[config.mk]
export PLATFORM = sky130hd
export DESIGN_NAME = cwc_compare
export DESIGN_NICKNAME = d
export VERILOG_FILES = /design/src/hdl/cwc_average.v /design/src/hdl/cwc_compare.v
export VERILOG_INCLUDE_DIRS = /design/src /design/src/hdl
export SDC_FILE = /design/constraint.sdc
export NUM_CORES = 1
export LEC_CHECK = 0
export ABC_AREA = 1
export ABC_CLOCK_PERIOD_IN_PS = 3100
export BUFFER_PORTS_ARGS = -buffer_cell sky130_fd_sc_hd__buf_4
export CAP_MARGIN = 20
export CORE_AREA = 4 4 124 126
export CTS_CLUSTER_DIAMETER = 50
export DETAILED_ROUTE_END_ITERATION = 10
export DIE_AREA = 0 0 128 130
export PLACE_DENSITY = 0.71
export SLEW_MARGIN = 20
export SYNTH_ARGS = -nofsm -noshare
export SYNTH_HDL_FRONTEND = slang
export SYNTH_SLANG_ARGS = --single-unit
[constraint.sdc]
create_clock -name aclk -period 3.1 [get_ports aclk]
set_input_delay 0 -clock aclk [delete_from_list [all_inputs] [get_ports aclk]]
set_output_delay 0 -clock aclk [all_outputs]
set_load 0.01 [all_outputs]
[src/hdl/cwc_defs.vh]
// constants for the capacitive wake-up compare block
`ifndef CWC_DEFS_VH
`define CWC_DEFS_VH
// register indices (byte address is four times the index)
`define CWC_IDX_CONFIG      8'h3B
`define CWC_IDX_REFERENCE   8'h3C
`define CWC_IDX_AVERAGE     8'h3D
`define CWC_IDX_RESULT      8'h3E
`define CWC_IDX_IDENTITY    8'h3F
`define CWC_IDX_IRQ_STATUS  8'h40
`define CWC_IDX_IRQ_MASK    8'h41
// config field positions
`define CWC_CFG_DELTA_HI    7
`define CWC_CFG_DELTA_LO    4
`define CWC_CFG_INCLUDE     3
`define CWC_CFG_WEIGHT_HI   2
`define CWC_CFG_WEIGHT_LO   1
`define CWC_CFG_REF_AVG     0
// reset values
`define CWC_RST_BYTE        8'h00
// weight code to shift: 4,8,16,32 -> 2,3,4,5
`define CWC_WEIGHT_SHIFT0   3'h2
// identity fields (arbitrary neutral values)
`define CWC_CHIP_TYPE       5'h11
`define CWC_CHIP_REV        3'h1
// irq status bits
`define CWC_IRQ_WAKE        0
`define CWC_IRQ_MEAS        1
// axi responses
`define CWC_RESP_OKAY       2'h0
`define CWC_RESP_SLVERR     2'h2
`endif

[src/hdl/cwc_average.v]
// auto-average update datapath for the capacitive wake-up compare
`timescale 1ns/1ps
`include "cwc_defs.vh"
module cwc_average #(
   parameter WIDTH = 8                        // measurement width
) (
   // sample and settings
   input  wire [WIDTH-1:0] sample,           // new measurement
   input  wire [WIDTH-1:0] old_avg,          // current average
   input  wire [1:0]       weight_code,      // weight select
   // result
   output wire [WIDTH-1:0] new_avg           // updated average
);
   // signed difference, one bit wider plus sign
   wire signed [WIDTH+1:0] diff;             // sample minus average
   wire signed [WIDTH+1:0] step;             // scaled difference
   wire [2:0]              shift;            // weight as shift
   wire [WIDTH+1:0]        sum;              // widened new average

   assign diff  = $signed({2'b00, sample}) - $signed({2'b00, old_avg});
   // code 00..11 selects weight 4..32
   assign shift = `CWC_WEIGHT_SHIFT0 + {1'b0, weight_code};
   // avg + (sample - avg) / weight
   assign step  = diff >>> shift;
   assign sum   = {2'b00, old_avg} + step;
   assign new_avg = sum[WIDTH-1:0];
endmodule // cwc_average

[src/hdl/cwc_compare.v]
// capacitive wake-up compare: registers, compare, average, interrupt
//
// The AXI4-Lite slave port was decided locally.
`timescale 1ns/1ps
`include "cwc_defs.vh"
module cwc_compare #(
   parameter WIDTH = 8                        // measurement width
) (
   // clock and reset
   input  wire             aclk,             // 50 MHz clock
   input  wire             aresetn,          // sync reset, low
   // measurement from converter front end
   input  wire [WIDTH-1:0] meas_data,        // measurement value
   input  wire             meas_valid,       // one-cycle done pulse
   // axi4-lite write address
   input  wire [31:0]      s_axi_awaddr,
   input  wire             s_axi_awvalid,
   output reg              s_axi_awready,
   // axi4-lite write data
   input  wire [31:0]      s_axi_wdata,
   input  wire [3:0]       s_axi_wstrb,
   input  wire             s_axi_wvalid,
   output reg              s_axi_wready,
   // axi4-lite write response
   output reg  [1:0]       s_axi_bresp,
   output reg              s_axi_bvalid,
   input  wire             s_axi_bready,
   // axi4-lite read address
   input  wire [31:0]      s_axi_araddr,
   input  wire             s_axi_arvalid,
   output reg              s_axi_arready,
   // axi4-lite read data
   output reg  [31:0]      s_axi_rdata,
   output reg  [1:0]       s_axi_rresp,
   output reg              s_axi_rvalid,
   input  wire             s_axi_rready,
   // interrupt
   output reg              irq               // level, high active
);
   // =========================================================
   // registers
   // =========================================================
   // register map, word index (byte address is four times the index):
   //   3B config     rw  delta 7:4, include 3, weight 2:1, ref sel 0
   //   3C reference  rw  fixed compare reference
   //   3D average    ro  running average, writes dropped
   //   3E result     ro  latest measurement
   //   3F identity   ro  chip type 7:3, revision 2:0
   //   40 status     ro  wake 0, measurement done 1, cleared by read
   //   41 mask       rw  interrupt enables, same layout as status
   //   anything else answers with a slave error
   //   the upper 24 read bits are always zero
   reg  [7:0]       config_reg;              // cap_wake_config
   reg  [7:0]       reference_reg;           // cap_wake_reference
   reg  [WIDTH-1:0] average_reg;             // cap_average_value
   reg  [WIDTH-1:0] result_reg;              // cap_latest_result
   reg  [1:0]       status_reg;              // sticky events
   reg  [1:0]       mask_reg;                // interrupt enables
   // write channel capture
   reg  [31:0]      waddr_reg;               // held write address
   reg              waddr_ok_reg;            // address captured
   reg  [31:0]      wdata_reg;               // held write data
   reg  [3:0]       wstrb_reg;               // held strobes
   reg              wdata_ok_reg;            // data captured

   // config fields, decoded straight from the register
   // every field is live: a write changes the next compare at once,
   // there is no shadow copy waiting for a measurement boundary
   wire [3:0] cap_delta_threshold =
              config_reg[`CWC_CFG_DELTA_HI:`CWC_CFG_DELTA_LO];
   wire       cap_avg_include_trigger = config_reg[`CWC_CFG_INCLUDE];
   wire [1:0] cap_avg_weight = config_reg[`CWC_CFG_WEIGHT_HI:
                                          `CWC_CFG_WEIGHT_LO];
   wire       cap_ref_from_average = config_reg[`CWC_CFG_REF_AVG];

   // =========================================================
   // compare datapath
   // =========================================================
   // a measurement is judged in the cycle its valid pulse stands:
   // reference select, magnitude and threshold test are all
   // combinational and land in flops at that one edge. with the
   // average as reference the compare sees the value from before
   // this sample, so a sample never judges itself.
   // the front end must not pulse valid on two adjacent cycles with
   // different data expecting both to be judged against one average.
   wire [WIDTH-1:0] ref_sel;                 // selected reference
   wire [WIDTH-1:0] cap_delta;               // absolute difference
   wire             trigger;                 // exceeds threshold
   wire             avg_update;              // average takes sample
   wire [WIDTH-1:0] avg_new;                 // updated average

   // register or running average as reference
   assign ref_sel = cap_ref_from_average ? average_reg
                                         : reference_reg[WIDTH-1:0];
   // magnitude of the difference, either sign; the larger minus the
   // smaller never wraps, so no extra sign bit is needed
   assign cap_delta = (meas_data >= ref_sel) ?
                      meas_data - ref_sel : ref_sel - meas_data;
   // strictly greater than the delta threshold; a threshold of zero
   // fires on any change at all
   assign trigger = meas_valid &&
                    (cap_delta > {{(WIDTH-4){1'b0}}, cap_delta_threshold});
   // triggering sample joins average only when included; excluding it
   // keeps a sudden touch from dragging the reference towards itself
   assign avg_update = meas_valid &&
                       (!trigger || cap_avg_include_trigger);

   // average step: old + (sample - old) / weight, floor division by
   // an arithmetic shift; the result never leaves the sample range
   // because the step is at most the distance to the sample
   cwc_average #(
      .WIDTH       (WIDTH)
   ) u_average (
      .sample      (meas_data),
      .old_avg     (average_reg),
      .weight_code (cap_avg_weight),
      .new_avg     (avg_new)
   );

   // latest result and average update
   always @(posedge aclk) begin
      // both display values read zero after reset
      if (!aresetn) begin
         result_reg  <= {WIDTH{1'b0}};
         average_reg <= {WIDTH{1'b0}};
      end else begin
         if (meas_valid) begin
            result_reg <= meas_data;
         end
         if (avg_update) begin
            average_reg <= avg_new;
         end
      end
   end

   // =========================================================
   // axi4-lite write side
   // =========================================================
   // address and data are captured separately and may come in either
   // order; the register is written and the response raised at the
   // edge after both are held. while a response waits, both readies
   // stay low, so a second write cannot slip in before the master
   // has taken the answer.
   wire       aw_take = s_axi_awvalid && s_axi_awready;
   wire       w_take  = s_axi_wvalid && s_axi_wready;
   wire       do_write = waddr_ok_reg && wdata_ok_reg && !s_axi_bvalid;
   wire [7:0] widx = waddr_reg[9:2];         // word index
   wire       wmapped = (waddr_reg[31:10] == 22'h0) &&
                        (widx >= `CWC_IDX_CONFIG) &&
                        (widx <= `CWC_IDX_IRQ_MASK);

   // capture address and data in either order, answer after both
   always @(posedge aclk) begin
      if (!aresetn) begin
         // nothing offered and nothing held in reset
         s_axi_awready <= 1'b0;
         s_axi_wready  <= 1'b0;
         s_axi_bvalid  <= 1'b0;
         s_axi_bresp   <= `CWC_RESP_OKAY;
         waddr_ok_reg  <= 1'b0;
         wdata_ok_reg  <= 1'b0;
         waddr_reg     <= 32'h0000_0000;
         wdata_reg     <= 32'h0000_0000;
         wstrb_reg     <= 4'h0;
      end else begin
         // ready for a channel while nothing held there
         s_axi_awready <= !waddr_ok_reg && !aw_take && !s_axi_bvalid;
         s_axi_wready  <= !wdata_ok_reg && !w_take && !s_axi_bvalid;
         if (aw_take) begin
            waddr_reg    <= s_axi_awaddr;
            waddr_ok_reg <= 1'b1;
         end
         if (w_take) begin
            wdata_reg    <= s_axi_wdata;
            wstrb_reg    <= s_axi_wstrb;
            wdata_ok_reg <= 1'b1;
         end
         // both halves held: answer and free the holding flags
         if (do_write) begin
            s_axi_bvalid <= 1'b1;
            s_axi_bresp  <= wmapped ? `CWC_RESP_OKAY : `CWC_RESP_SLVERR;
            waddr_ok_reg <= 1'b0;
            wdata_ok_reg <= 1'b0;
         end else if (s_axi_bvalid && s_axi_bready) begin
            // master took the response
            s_axi_bvalid <= 1'b0;
         end
      end
   end

   // register writes, low byte lane only
   // a write that lacks the low strobe still gets an okay answer
   always @(posedge aclk) begin
      if (!aresetn) begin
         config_reg    <= `CWC_RST_BYTE;
         reference_reg <= `CWC_RST_BYTE;
         mask_reg      <= 2'h0;
      end else if (do_write && wstrb_reg[0]) begin
         case (widx)
            `CWC_IDX_CONFIG: config_reg <= wdata_reg[7:0];
            `CWC_IDX_REFERENCE: reference_reg <= wdata_reg[7:0];
            `CWC_IDX_IRQ_MASK:  mask_reg      <= wdata_reg[1:0];
            // average, result, identity: writes ignored
            default: ;
         endcase
      end
   end

   // =========================================================
   // axi4-lite read side
   // =========================================================
   // the read mux is decoded from the address while it is offered and
   // latched at the take, so rdata stands unchanged until rready.
   // reading the status word clears it at that same edge; the value
   // returned is the one from before the clear.
   wire       ar_take = s_axi_arvalid && s_axi_arready;
   wire [7:0] ridx = s_axi_araddr[9:2];      // word index
   wire       rhigh = (s_axi_araddr[31:10] != 22'h0);
   reg  [7:0] rbyte;                         // selected register
   reg        rmapped;                       // address decoded
   wire       status_read = ar_take && !rhigh &&
                            (ridx == `CWC_IDX_IRQ_STATUS);

   // read mux
   always @* begin
      rbyte   = 8'h00;
      rmapped = !rhigh;
      case (ridx)
         `CWC_IDX_CONFIG:     rbyte = config_reg;
         `CWC_IDX_REFERENCE:  rbyte = reference_reg;
         `CWC_IDX_AVERAGE:    rbyte = average_reg;
         `CWC_IDX_RESULT:     rbyte = result_reg;
         `CWC_IDX_IDENTITY:
            rbyte = {`CWC_CHIP_TYPE, `CWC_CHIP_REV};
         `CWC_IDX_IRQ_STATUS: rbyte = {6'h00, status_reg};
         `CWC_IDX_IRQ_MASK:   rbyte = {6'h00, mask_reg};
         default:             rmapped = 1'b0;
      endcase
   end

   // one read at a time; answer the cycle after acceptance
   always @(posedge aclk) begin
      if (!aresetn) begin
         // idle read channel in reset
         s_axi_arready <= 1'b0;
         s_axi_rvalid  <= 1'b0;
         s_axi_rdata   <= 32'h0000_0000;
         s_axi_rresp   <= `CWC_RESP_OKAY;
      end else begin
         s_axi_arready <= !s_axi_rvalid && !ar_take;
         if (ar_take) begin
            // latch data and response for the whole wait
            s_axi_rvalid <= 1'b1;
            s_axi_rdata  <= {24'h000000, rbyte};
            s_axi_rresp  <= rmapped ? `CWC_RESP_OKAY : `CWC_RESP_SLVERR;
         end else if (s_axi_rvalid && s_axi_rready) begin
            // master took the data
            s_axi_rvalid <= 1'b0;
         end
      end
   end

   // =========================================================
   // interrupt status
   // =========================================================
   // two event sources: a wake compare hit and every finished
   // measurement. status bits stay set until software reads the
   // status word; the level output takes the masked next status at
   // the same edge as status itself, from flops only.
   // clearing a mask bit drops the output without losing status.
   reg [1:0] events;                         // this-cycle events

   // a new event wins over the read-clear
   always @* begin
      events = 2'h0;
      events[`CWC_IRQ_WAKE] = trigger;
      events[`CWC_IRQ_MEAS] = meas_valid;
   end

   // sticky status, cleared by reading it; irq from masked status
   always @(posedge aclk) begin
      if (!aresetn) begin
         status_reg <= 2'h0;
         irq        <= 1'b0;
      end else begin
         if (status_read) begin
            // read clears, but an event in the same cycle survives
            status_reg <= events;
         end else begin
            // collect new events on top of what is pending
            status_reg <= status_reg | events;
         end
         // same next-state selection as above, masked
         irq <= |(mask_reg & (status_read ? events : (status_reg | events)));
      end
   end
endmodule // cwc_compare

==> impl_results.md <==
* Status: finished, violations left
* Violations in the final reports: setup timing
* Chip height at 130 µm
* Initial core utilization at 39.1%
* Drt drc at 0
* Initial antenna violation count at 0
* Final setup fails at 9
* Slowest stage delay, CP at 0.38 ns
* Max_slew headroom at 46.4%
* F_max at 308 MHz
* Slowest CP cell: dfxtp_4
* DP HPWL at 12000 µm
* Setup WS post-layout at -0.144 ns
* Final hold slack at 0.0332 ns
* CP max FO at 7
* Area leader, netlist: dfxtp_1
* Worst EP arrival at about 3.5 ns
* Crit share post-route at 105%
* Min cycle time layout at around 3.2 ns
* Reg-to-reg endpoint: average_reg[0]$_SDFFE_PN0P_
* Storage element area at 1870 µm²
* Seq/Total Area, Yosys at 33.2%
* ANT cells at 0
* Final Max Slew Viols at 0
* Via count at around 5.9k
* Die span in x at 128 µm
* Unique masters post-synth at 42
* Largest net degree at the start of global routing at 79
* Max-Cap Viols at 0
* Max reg flops at 30
* CP delay by family, top: compound AO/OA/AOI/OAI gates
* CTS H-Tree Depth at 3
* Synth Area in Simple Gates at 24.3%
* Critical-path cell list: nand2_2 -> o21ai_2 -> inv_1 -> ha_2 -> inv_2 -> fa_2 -> nand3_2 -> nand3_2 -> o21ai_2 -> nand2_2 -> o21ai_2 -> xor2_1 -> inv_1 -> ha_4 -> a21oi_2 -> o21ai_1 -> o21ai_1 -> nand3_2 -> nand2_4 -> clkbuf_16 -> nand3_2 -> a21oi_2
* Gpl congestion at 0.930
* Total congestion overflow at 0
* Clk sink count at 93
* Worst Hold Class: input port to flop
* Clock slew at reported path FFs at 0.06 ns
* Required time worst endpoint at 3.36 ns
* Post-Synth XOR/XNOR Area at 2.19%
* Tot GR Track Use at 19.6%
* Count leader, synth: nand2_1
* Power consumption at 3.20 mW
* Pwr dens at 395 nW/µm²
* Worst reg2reg startpoint: config_reg[0]$_SDFFE_PN0P_
* CTS buffer count at 9
* Root Driver: clkbuf_16
* Synth Area in Adders at 8.44%
* Area Overhead vs Synth at 44.8%
* Setup slack, reg-to-reg at -0.14 ns
* CP Class: flop to flop
* Worst setup path start: config_reg[0]$_SDFFE_PN0P_
* Leak Pwr at 3.72 nW
* Post-Syn Area at between 5000 and 6000 µm²
* Critical path startpoint category: flop
* Unrepaired setup endpoints after global routing: true
* Final net count at ~1.2k
* Top post-synthesis cells by count: nand2_1, inv_1, o21ai_0
* Worst Max-Slew Pin Slew at 0.801 ns
* Buf/Inv on CP at 4
* Top post-synthesis cells by area: dfxtp_1, nand2_1, o21ai_0, ha_1, inv_1
* Clk_skew at 0.00660 ns
* Port buffer count at 100
* Drt total wl at 16600 µm
* Boundary pin count at 158
* Commonest register cell after synthesis: dfxtp_1
* Clock latency on the worst-skew pair at 0.34 ns
* Global-route wire length before repair at 26500 µm
* CP most frequent cell: nand3_2
* Main combinational cell family by area after synthesis: simple AND/OR/NAND/NOR gates
* DR WL/cell at 13.6 µm
* Reg2Reg Depth at 22
* Synth Area per Inst at 6.88 µm²
* CTS Buffer Depth at 2
* Cells after synthesis at between 800 and 900
* Drt pass-1 iters at 5
* # fillers at 1274
* Yosys warns at 0
* Mux contribution to synthesized area at 0%
* CP endpoint kind: flop
* Crit path depth at 22
* Vias per inst at 4.87
* Synth top area share at 33.2%
* Critical path endpoint: average_reg[0]$_SDFFE_PN0P_
* Multi-input logic area at 3390 µm²
* Initial DRC Count at 247
* Async SR Flop Fraction at 0%
* ANT nets after route at 0
* Flops & latches, synth at 93
* Compound-Gate Fraction of Synth Area at between 10% and 20%
* Final Hold Viols at 0
* Layout cells sized above 1 at around 28%
* Peak VDD IR at 0.319 mV
* Rows at 44
* CTS tree: yes
* Number of global-route vias before repair at 5674
* Std-Cell Core Area at 14300 µm²
* DIE AREA at 16600 µm²
* Post-synth EDFFs at 0
[placed cells by master (no fill, tap or decap), types with 10 or more instances in the layout]
master	synthesis	routed
nor2_1	82	81
nand3_1	39	33
nand2_2	1	13
nor4_1	12	12
nand2_1	144	131
buf_4	27	185
o21ai_0	94	80
nand3_2	6	12
a21oi_2	6	11
ha_1	33	23
a21oi_1	73	68
dfxtp_1	93	88
conb_1	1	26
clkbuf_16	0	10
dlygate4sd3_1	0	43
inv_2	3	11
inv_1	103	95
nand4_1	11	11
[worst min path at each step]
stage | depth (start not counted) | slack (ns) | endpoint | start
finish | 3 | 0.03 | result_reg[0]$_SDFFE_PN0P_ | meas_data[0]
global route | 3 | 0.03 | result_reg[0]$_SDFFE_PN0P_ | meas_data[0]
CTS | 3 | 0.01 | result_reg[5]$_SDFFE_PN0P_ | meas_data[5]
detailed placement | 4 | 0.26 | s_axi_rvalid$_SDFFE_PN0P_ | s_axi_rready
global placement | 4 | 0.25 | s_axi_rvalid$_SDFFE_PN0P_ | s_axi_rready
floorplan | 2 | 0.13 | result_reg[7]$_SDFFE_PN0P_ | meas_data[7]
[metal layers]
layer / GRT usage (%) / vias up / part of all wire (%)
li1: - / 3058 / -
met3: 4.05 / 21 / 5.2
met5: 0 / - / 0
met2: 34.8 / 175 / 50
met4: 4.12 / 0 / 1.7
met1: 24.5 / 2671 / 44
[worst register-to-register path, cell delays in order, from the launching register on]
cell and delay, ns:
dfxtp_4 0.38, nand2_2 0.09, o21ai_2 0.06, inv_1 0.06
ha_2 0.16, inv_2 0.04, fa_2 0.34, nand3_2 0.07
nand3_2 0.10, o21ai_2 0.16, nand2_2 0.12, o21ai_2 0.17
xor2_1 0.18, inv_1 0.09, ha_4 0.23, a21oi_2 0.12
o21ai_1 0.08, o21ai_1 0.10, nand3_2 0.13, nand2_4 0.13
clkbuf_16 0.15, nand3_2 0.07, a21oi_2 0.15
[power breakdown]
group	total (mW)	leakage, nW	internal, mW	switching, mW
Clock	1.12	0.152	0.670	0.454
Combinational	0.788	2.80	0.387	0.401
Sequential	1.29	0.763	1.26	0.0322
Total	3.20	3.72	2.31	0.887
[logic make-up (layout without fill, tap and decap cells)]
logic type | after synthesis | in the layout
other cells | 1 | 26
simple gates | 313 | 313
compound gates | 195 | 195
xor+xnor | 14 | 14
buf+inv | 162 | 356
flops | 93 | 93
fa+ha+maj | 36 | 36
[repair_timing]
item                       4_1_cts  5_1_grt
resized for setup               45       33
hold endpoints to repair        43        0
gates cloned                     0        1
setup endpoints to repair       10       10
hold buffers                    43        0
setup buffers                    7        4
pin swaps                       13       16
[area by class of cell]
| type | count | share of cell area (%) |
|---|---|---|
| Timing Repair Buffer | 233 | 23.5 |
| Inverter | 108 | 5.00 |
| Sequential cell | 93 | 23.1 |
| Multi-Input combinational cell | 584 | 41.8 |
| Tap cell | 184 | 2.84 |
| Clock buffer | 11 | 3.12 |
| Clock inverter | 4 | 0.694 |
[metrics by stage]
step / setup WS (ns) / area [µm²] / setup TNS, ns / std cells / utilization [%]
floorplan: -0.0349 / 5730 / -0.155 / 839 / -
global placement: -0.266 / 6980 / -2.25 / 1147 / 48.8
detailed placement: -0.370 / 6980 / -3.27 / 1147 / 48.8
CTS: -0.00557 / 7940 / -0.00557 / 1212 / 55.5
global route: -0.299 / 8110 / -2.48 / 1217 / 56.7
finish: -0.144 / 8110 / -0.882 / 1217 / 56.7
(Power assumes the default switching activity.)
